## src/mlc_pkg.sv

```systemverilog
// Register map, field positions and reset values of the modem control block
package mlc_pkg;
   // Register byte addresses
   localparam logic [7:0] MLC_OFS       = 8'h04;  // Modem line control
   localparam logic [7:0] MODEM_ST_OFS  = 8'h08;  // Internal modem inputs
   localparam logic [7:0] IRQ_STAT_OFS  = 8'h0c;  // Sticky change flags
   localparam logic [7:0] IRQ_MASK_OFS  = 8'h10;  // Interrupt mask
   // Control field positions
   localparam int DTR_BIT    = 0;  // Data terminal ready
   localparam int RTS_BIT    = 1;  // Request to send
   localparam int SPARE_BIT  = 2;  // spare_user_output
   localparam int IRQOE_BIT  = 3;  // irq_output_enable
   localparam int LOOP_BIT   = 4;  // Loopback mode
   localparam int MLC_W      = 5;  // Writable width
   // Internal modem input positions (true sense)
   localparam int CTS_POS    = 0;
   localparam int DSR_POS    = 1;
   localparam int RI_POS     = 2;
   localparam int DCD_POS    = 3;
   localparam int MODEM_W    = 4;
   // Reset values
   localparam logic [MLC_W-1:0]   MLC_RST      = 5'h00;
   localparam logic [MODEM_W-1:0] MODEM_RST    = 4'h0;
   localparam logic [MODEM_W-1:0] IRQ_STAT_RST = 4'h0;
   localparam logic [MODEM_W-1:0] IRQ_MASK_RST = 4'h0;
endpackage

```

## src/uart_modem_control_loopback.sv

```systemverilog
// Modem control register, loopback routing and modem-change interrupts
//
// Overview of operation
// - DTR pin low while bit 0 set, outside loopback
// - RTS pin low while bit 1 set, outside loopback
// - Bit 2 is storage, loops to ring
// - Bit 3 enables interrupt pin, else released
// - Loopback holds transmit pin at mark
// - Loopback ignores external receive pin
// - Loopback feeds transmit shift into receiver
// - Loopback disconnects modem input pins
// - Loopback maps control bits onto modem inputs
// - Loopback forces modem output pins high
// - Receive and transmit interrupts unchanged in loopback
// - Loopback modem interrupts come from control bits
`timescale 1ns/100ps
module uart_modem_control_loopback
   import mlc_pkg::*;
#(
   parameter int ADDR_W = 8  // Avalon byte address width
) (
   input  wire logic              CLK,
   input  wire logic              RST_B,
   input  wire logic [ADDR_W-1:0] ADDRESS,
   input  wire logic              READ,
   input  wire logic              WRITE,
   input  wire logic [31:0]       WRITEDATA,
   input  wire logic [3:0]        BYTEENABLE,
   output logic [31:0]            READDATA,
   output logic                   WAITREQUEST,
   input  wire logic              TX_SHIFT_OUT,
   input  wire logic              RXD_PIN,
   output logic                   TXD_PIN,
   output logic                   RX_SHIFT_IN,
   input  wire logic              CTS_N,
   input  wire logic              DSR_N,
   input  wire logic              RI_N,
   input  wire logic              DCD_N,
   output logic                   DTR_N,
   output logic                   RTS_N,
   output logic [3:0]             MODEM_IN,
   input  wire logic              MODEM_IRQ_EN,
   output logic                   MODEM_INT_REQ,
   input  wire logic              UART_INT_REQ,
   output logic                   IRQ_PIN_O,
   output logic                   IRQ_PIN_OE,
   output logic                   INTR
);
   import mlc_pkg::*;

   // Refuse an address bus too narrow for the map
   if (ADDR_W < 5) begin : g_addr_check
      $error("ADDR_W must be at least 5");
   end

   // Control register and derived state
   logic [MLC_W-1:0]   mlc_reg;        // Modem line control
   logic [MODEM_W-1:0] modem_in_reg;   // Internal modem inputs
   logic [MODEM_W-1:0] modem_in_next;  // Next internal modem inputs
   logic [MODEM_W-1:0] delta;          // Lines that change this edge
   logic [MODEM_W-1:0] irq_stat_reg;   // Sticky change flags
   logic [MODEM_W-1:0] irq_mask_reg;   // Interrupt mask
   logic               loop_on;        // Loopback active

   // Bus decode
   logic               req;            // Request present
   logic               take;           // Request completes this edge
   logic               wr_take;        // Write completes
   logic               rd_take;        // Read completes
   logic               hit_mlc;        // Control register selected
   logic               hit_stat;       // Status register selected
   logic               hit_mask;       // Mask register selected
   logic               hit_modem;      // Modem view selected
   logic [31:0]        rd_value;       // Read mux result

   assign loop_on  = mlc_reg[LOOP_BIT];
   assign req      = READ | WRITE;
   // Completion is the edge on which waitrequest stands low
   assign take     = req & ~WAITREQUEST;
   assign wr_take  = take & WRITE & BYTEENABLE[0];
   assign rd_take  = take & READ;
   assign hit_mlc   = (ADDRESS == ADDR_W'(MLC_OFS));
   assign hit_modem = (ADDRESS == ADDR_W'(MODEM_ST_OFS));
   assign hit_stat  = (ADDRESS == ADDR_W'(IRQ_STAT_OFS));
   assign hit_mask  = (ADDRESS == ADDR_W'(IRQ_MASK_OFS));

   // Read mux; unmapped addresses read zero
   always_comb begin
      rd_value = 32'h0000_0000;
      if (hit_mlc) begin
         // Reserved bits above the field stay zero
         rd_value = {27'h0000000, mlc_reg};
      end else if (hit_modem) begin
         rd_value = {28'h0000000, modem_in_reg};
      end else if (hit_stat) begin
         rd_value = {28'h0000000, irq_stat_reg};
      end else if (hit_mask) begin
         rd_value = {28'h0000000, irq_mask_reg};
      end
   end

   // Waitrequest: one wait state, then low for exactly one edge
   always_ff @(posedge CLK or negedge RST_B) begin
      if (!RST_B) begin
         WAITREQUEST <= 1'b1;
      end else if (req && WAITREQUEST) begin
         // Accept: answer on the next edge
         WAITREQUEST <= 1'b0;
      end else begin
         // Done or idle: back to stalling
         WAITREQUEST <= 1'b1;
      end
   end

   // Read data latched when the answer is prepared
   always_ff @(posedge CLK or negedge RST_B) begin
      if (!RST_B) begin
         READDATA <= 32'h0000_0000;
      end else if (req && WAITREQUEST) begin
         READDATA <= rd_value;
      end
   end

   // Control register; writes to unmapped space are dropped
   always_ff @(posedge CLK or negedge RST_B) begin
      if (!RST_B) begin
         mlc_reg <= MLC_RST;
      end else if (wr_take && hit_mlc) begin
         // Bits 7:5 are never stored
         mlc_reg <= WRITEDATA[MLC_W-1:0];
      end
   end

   // Mask register
   always_ff @(posedge CLK or negedge RST_B) begin
      if (!RST_B) begin
         irq_mask_reg <= IRQ_MASK_RST;
      end else if (wr_take && hit_mask) begin
         irq_mask_reg <= WRITEDATA[MODEM_W-1:0];
      end
   end

   // Source select for the internal modem inputs
   always_comb begin
      if (loop_on) begin
         // Pins ignored; control bits stand in
         modem_in_next[DSR_POS] = mlc_reg[DTR_BIT];
         modem_in_next[CTS_POS] = mlc_reg[RTS_BIT];
         modem_in_next[RI_POS]  = mlc_reg[SPARE_BIT];
         modem_in_next[DCD_POS] = mlc_reg[IRQOE_BIT];
      end else begin
         // Pins are active low
         modem_in_next[CTS_POS] = ~CTS_N;
         modem_in_next[DSR_POS] = ~DSR_N;
         modem_in_next[RI_POS]  = ~RI_N;
         modem_in_next[DCD_POS] = ~DCD_N;
      end
   end

   // Change detect per line, whichever source is live
   assign delta = modem_in_next ^ modem_in_reg;

   // Internal modem inputs held for the modem status logic
   always_ff @(posedge CLK or negedge RST_B) begin
      if (!RST_B) begin
         modem_in_reg <= MODEM_RST;
      end else begin
         modem_in_reg <= modem_in_next;
      end
   end

   // Sticky flags; a change in the clearing edge survives the read
   always_ff @(posedge CLK or negedge RST_B) begin
      if (!RST_B) begin
         irq_stat_reg <= IRQ_STAT_RST;
      end else if (rd_take && hit_stat) begin
         irq_stat_reg <= delta;
      end else begin
         irq_stat_reg <= irq_stat_reg | delta;
      end
   end

   // Modem-change request to the port's interrupt logic
   always_ff @(posedge CLK or negedge RST_B) begin
      if (!RST_B) begin
         MODEM_INT_REQ <= 1'b0;
      end else begin
         // Still gated by the interrupt enable register
         MODEM_INT_REQ <= (|irq_stat_reg) & MODEM_IRQ_EN;
      end
   end

   // Local interrupt from unmasked sticky flags
   always_ff @(posedge CLK or negedge RST_B) begin
      if (!RST_B) begin
         INTR <= 1'b0;
      end else begin
         INTR <= |(irq_stat_reg & irq_mask_reg);
      end
   end

   // Modem output pins; inactive high in loopback
   always_ff @(posedge CLK or negedge RST_B) begin
      if (!RST_B) begin
         DTR_N <= 1'b1;
         RTS_N <= 1'b1;
      end else begin
         DTR_N <= loop_on | ~mlc_reg[DTR_BIT];
         RTS_N <= loop_on | ~mlc_reg[RTS_BIT];
      end
   end

   // Serial path; one flop on each leg keeps both ends aligned
   always_ff @(posedge CLK or negedge RST_B) begin
      if (!RST_B) begin
         TXD_PIN     <= 1'b1;
         RX_SHIFT_IN <= 1'b1;
      end else begin
         // Mark while looping, whatever the transmitter does
         TXD_PIN     <= loop_on | TX_SHIFT_OUT;
         // External receive pin not sampled in loopback
         RX_SHIFT_IN <= loop_on ? TX_SHIFT_OUT : RXD_PIN;
      end
   end

   // Interrupt pin; released when the enable bit is clear
   always_ff @(posedge CLK or negedge RST_B) begin
      if (!RST_B) begin
         IRQ_PIN_O  <= 1'b0;
         IRQ_PIN_OE <= 1'b0;
      end else begin
         // Receive and transmit requests pass whatever the mode
         IRQ_PIN_O  <= UART_INT_REQ;
         IRQ_PIN_OE <= mlc_reg[IRQOE_BIT];
      end
   end

   // Modem inputs to the status logic
   assign MODEM_IN = modem_in_reg;

   logic acc_mlc;  // Control write completing
   assign acc_mlc = wr_take & hit_mlc;
endmodule

```

## config.mk

```make
export PLATFORM = sky130hd
export DESIGN_NAME = uart_modem_control_loopback
export DESIGN_NICKNAME = d
export VERILOG_FILES = /design/src/mlc_pkg.sv /design/src/uart_modem_control_loopback.sv
export SDC_FILE = /design/constraint.sdc
export NUM_CORES = 1
export LEC_CHECK = 0
export ABC_CLOCK_PERIOD_IN_PS = 2700
export BUFFER_PORTS_ARGS = -buffer_cell sky130_fd_sc_hd__buf_2
export CAP_MARGIN = 20
export CORE_MARGIN = 2
export CORE_UTILIZATION = 30
export CTS_BUF_LIST = sky130_fd_sc_hd__clkbuf_8
export DETAILED_ROUTE_END_ITERATION = 7
export HOLD_SLACK_MARGIN = 0.12
export SYNTH_ARGS = -nofsm -noshare
export SYNTH_HDL_FRONTEND = slang
export SYNTH_SLANG_ARGS = --single-unit
```

## constraint.sdc

```tcl
create_clock -name CLK -period 2.7 [get_ports CLK]
set_input_delay 0.675 -clock CLK [delete_from_list [all_inputs] [get_ports CLK]]
set_output_delay 0.675 -clock CLK [all_outputs]
set_load 0.005 [all_outputs]
```

==> Word-level counts from Yosys, hierarchy flattened <==
Index checks and enable logic that the tools add are counted.
Widths: inputs -> output; s select.
{ "word_totals": {"mem_bits_ro": 0, "ram_bits": 0, "inputBits": 56, "out_inout_bits": 45, "regBits": 58, "n_memories": 0, "latch_bits": 0} }
{ "classes": {"bitwise_logic": 19, "n_addsub": 0, "div_mod_pow": 0, "n_reduce_logical": 6, "order_cmp": 0, "n_eq_ne": 4, "n_mul": 0, "mux": 8, "n_shift": 0} }
{ "op_table": {"columns": ["operator", "n"], "rows": [
  ["$mux 32", 3],
  ["$eq 8x4->1 const B", 2],
  ["$mux 4", 3],
  ["$eq 8x3->1 const B", 1],
  ["$eq 8x5->1 const B", 1],
  ["$reduce_or 4->1", 2],
  ["$not 1->1", 7],
  ["$and 1x1->1", 5],
  ["$and 4x4->4", 1],
  ["$logic_and 1x1->1", 4],
  ["$or 1x1->1", 4],
  ["$or 4x4->4", 1],
  ["$xor 4x4->4", 1],
  ["$mux 1", 2]
]} }

==> Longest topological paths before layout <==
{ "depth": {"depth_word": 5, "mapped_depth": 5} }

==> Least setup slack after synthesis <==
No wires, ideal clock.
{ "synth_path": {"path_type": "input to register", "startpoint": "in ADDRESS[6]", "endpoint": "reg mlc_reg[0]", "stages": 5, "required_time_ns": 2.575, "arrival_time_ns": 2.155, "setup_slack_ns": 0.420, "n_path_buf": 1, "setup_ns": 0.125, "cell_sequence": "or4_4 -> or3b_1 -> buf_6 -> nor2_8 -> mux2_2"} }
{ "synth_between": {"elab_chain_len": 2} }
{ "synth_lines": {"columns": ["item", "line_no", "text"], "rows": [
  ["from (decl)", "uart_modem_control_loopback.sv:24", "input wire logic [ADDR_W-1:0] ADDRESS,"],
  ["$eq 8x3->1", "uart_modem_control_loopback.sv:82", "assign hit_mlc = (ADDRESS == ADDR_W'(MLC_OFS));"],
  ["$logic_and 1x1->1", "uart_modem_control_loopback.sv:128", "end else if (wr_take && hit_mlc) begin"],
  ["to (signal assigned)", "uart_modem_control_loopback.sv:130", "mlc_reg <= WRITEDATA[MLC_W-1:0];"],
  ["to (decl)", "uart_modem_control_loopback.sv:57", "logic [MLC_W-1:0] mlc_reg;"]
]} }
No other way between the ends.
A chain may end at the register's enable or synchronous reset.

==> Worst setup path after layout <==
{ "layout_path": {"startpoint": "in ADDRESS[6]", "endpoint": "reg mlc_reg[1]"} }
The elaborated chain is that of the path after synthesis.

==> flow_summary.toml <==
[logic_synthesis]
ys_types = 30
synth_top_cell_by_area = "dfrtp_1"
yosysMostFrequentCell = "buf_4"
synth_area_leaders = "dfrtp_1 41%, buf_4 13%, dfstp_2 8.3%"
syn_area_per_cell_um2 = 11.5
yosys_warnings = 0
synth_edf_count = 0
synth_commonest_cells = "27 x buf_4, 26 x dfrtp_1, 10 x mux2_2, 9 x nor3_1, 8 x nor2b_1"
ys_seq_area_frac = 0.495
synth_seq_cells = 31
async_flop_share = 1.00
synthCells = 137
synth_top_area_frac = 0.412
syn_area_um2 = 1580
ys.flop_type = "dfrtp_1"

[timing]
finalCriticalPeriod_ps = 2190
maxSlewViolCount = 0
clock.fmax_mhz = 456
tightest_slew_ps = 671
rsz0062_at_grt = "false"
setup_violations = 0
relSlewSlack = 0.553
min_period_over_period = 0.813
holdWs_ps = 415
fin_skew_ps = 4.72
tns_ps = 0
final_hold_viol_count = 0

[clock_network]
numCtsBuffers = 5
numClockSinks = 31
cts_hold_buf = 0
path_clk_slew_ps = 60
cts_root_buffer = "clkbuf_8"
clock_latency_ps = 290
clk_path_buf_depth = 2
ctsResizeCount = 0
post_cts_buffers = 0
tritoncts = "done"
ctsHtreeMaxLevel = 2

[critical_path]
setup.worst_path.class = "in2reg"
crit_fanout = 6
crit_arrival_ps = 2370
worstSetupStartpointType = "input port"
cp.required_ps = 2870
end_kind = "flip-flop"

[place]
gp_congestion = 0.828
dp.cells = 250
hpwl_um = 2540
io_buffers = 43

[drt]
detail_route.vias_per_cell = 4.31
drc = 0
drtIter0Drc = 41
wl_per_cell_um = 12.6
dr_wl_met2_um = 1550
vias = 1112
top_layer_used = "met4"
dr.pass1.iters = 4
dr_wl_met3_um = 217
routed_wl_um = 3260
ant_nets = 0
wl_met1_um = 1400

[power_and_ir_drop]
power.density_nw_per_um2 = 518
total_leakage_power_nw = 0.969
ir_worst_vdd_uv = 220

[global_routing]
grt_pass1_vias = 1085
grt_use_total = 0.121
grt_max_degree = 32
grt_antenna_before_repair = 0
grt_pass1_wl_um = 5330
grt.overflow.total = 0

[min_path]
holdCritPathClass = "in2async"

[floorplan]
dieArea_um2 = 5860
core_um2 = 5110
ios = 101
row_count = 26
start_util = 0.309
die_w_um = 76.6
die_y_um = 76.6

[final_layout]
syn2layout_area_growth_pct = 18.1
drive_gt1_frac = 0.394
layout.cells.non_filler = 258
antenna_cells = 0
fin_nets = 243

[outcome]
status = "completed"

[job]
cap_violations = 0
## worst max-delay path, cell delays in order
cell and delay, ps:
buf_2 90, or4_4 560, or3b_1 520, nor2_8 180, mux2_2 340
## path summary, 6_finish.rpt
path                        startpoint               to  slack, ps  cells past startpoint
max                         ADDRESS[6]       mlc_reg[1]        510                      5
min                              RST_B      READDATA[2]        410                      1
max reg2reg                WAITREQUEST  irq_mask_reg[3]        990                      3
min reg2reg                 mlc_reg[3]       IRQ_PIN_OE        470                      0
max in group asynchronous        RST_B  irq_mask_reg[1]       1850                      1
min in group CLK            mlc_reg[3]       IRQ_PIN_OE        470                      0
## where the power goes
part | switching, mW | leakage (nW) | total, mW | internal, mW
logic | 0.0631 | 0.545 | 0.121 | 0.0579
registers | 0.0125 | 0.374 | 0.502 | 0.489
clock network | 0.171 | 0.0505 | 0.344 | 0.173
## area by class of cell
class	instances	area (um^2)
clock buffers	5	68.8
fillers	542	3240
multi-input cells	98	659
repair buffers	46	238
clock inverters	3	12.5
inverters	5	18.8
well taps	70	87.6
flip-flops and latches	31	782
## logic make-up (layout without fill, tap and decap cells)
| family | after synthesis | after routing | share of synthesized area |
|---|---|---|---|
| AO/OA/AOI/OAI | 21 | 21 | 0.0942 |
| other | 1 | 27 | 0.00237 |
| AND/OR/NAND/NOR | 36 | 36 | 0.165 |
| multiplexers | 10 | 10 | 0.0713 |
| buffers and inverters | 34 | 59 | 0.150 |
| XOR/XNOR | 4 | 4 | 0.0222 |
| flip-flops | 31 | 31 | 0.495 |
## layout by cell type (no fill, tap or decap), drive strengths merged, types with 5 or more instances in the layout
cell	synthesis	routed
clkbuf	1	5
nor2b	8	8
o21ai	5	5
nor3	9	9
conb	1	27
inv	5	7
buf	28	46
dfstp	5	5
dfrtp	26	26
mux2	10	10
## routing by layer
metal,vias up,GRT usage
met5,-,0
met4,0,0.0764
met3,9,0.0415
met2,49,0.183
met1,524,0.147
li1,530,-
## metrics by stage
| stage | util | area (um^2) | power (mW) | worst slack (ps) |
|---|---|---|---|---|
| after floorplan | - | 1680 | 0.596 | 420 |
| after global routing | 0.366 | 1870 | 1.02 | 437 |
| after CTS | 0.366 | 1870 | 0.981 | 498 |
| after detailed placement | 0.350 | 1790 | 0.633 | 187 |
| final | 0.366 | 1870 | 0.966 | 505 |
| after global placement | 0.350 | 1790 | 0.632 | 207 |
Note: power is estimated with default switching activity, not from simulation.
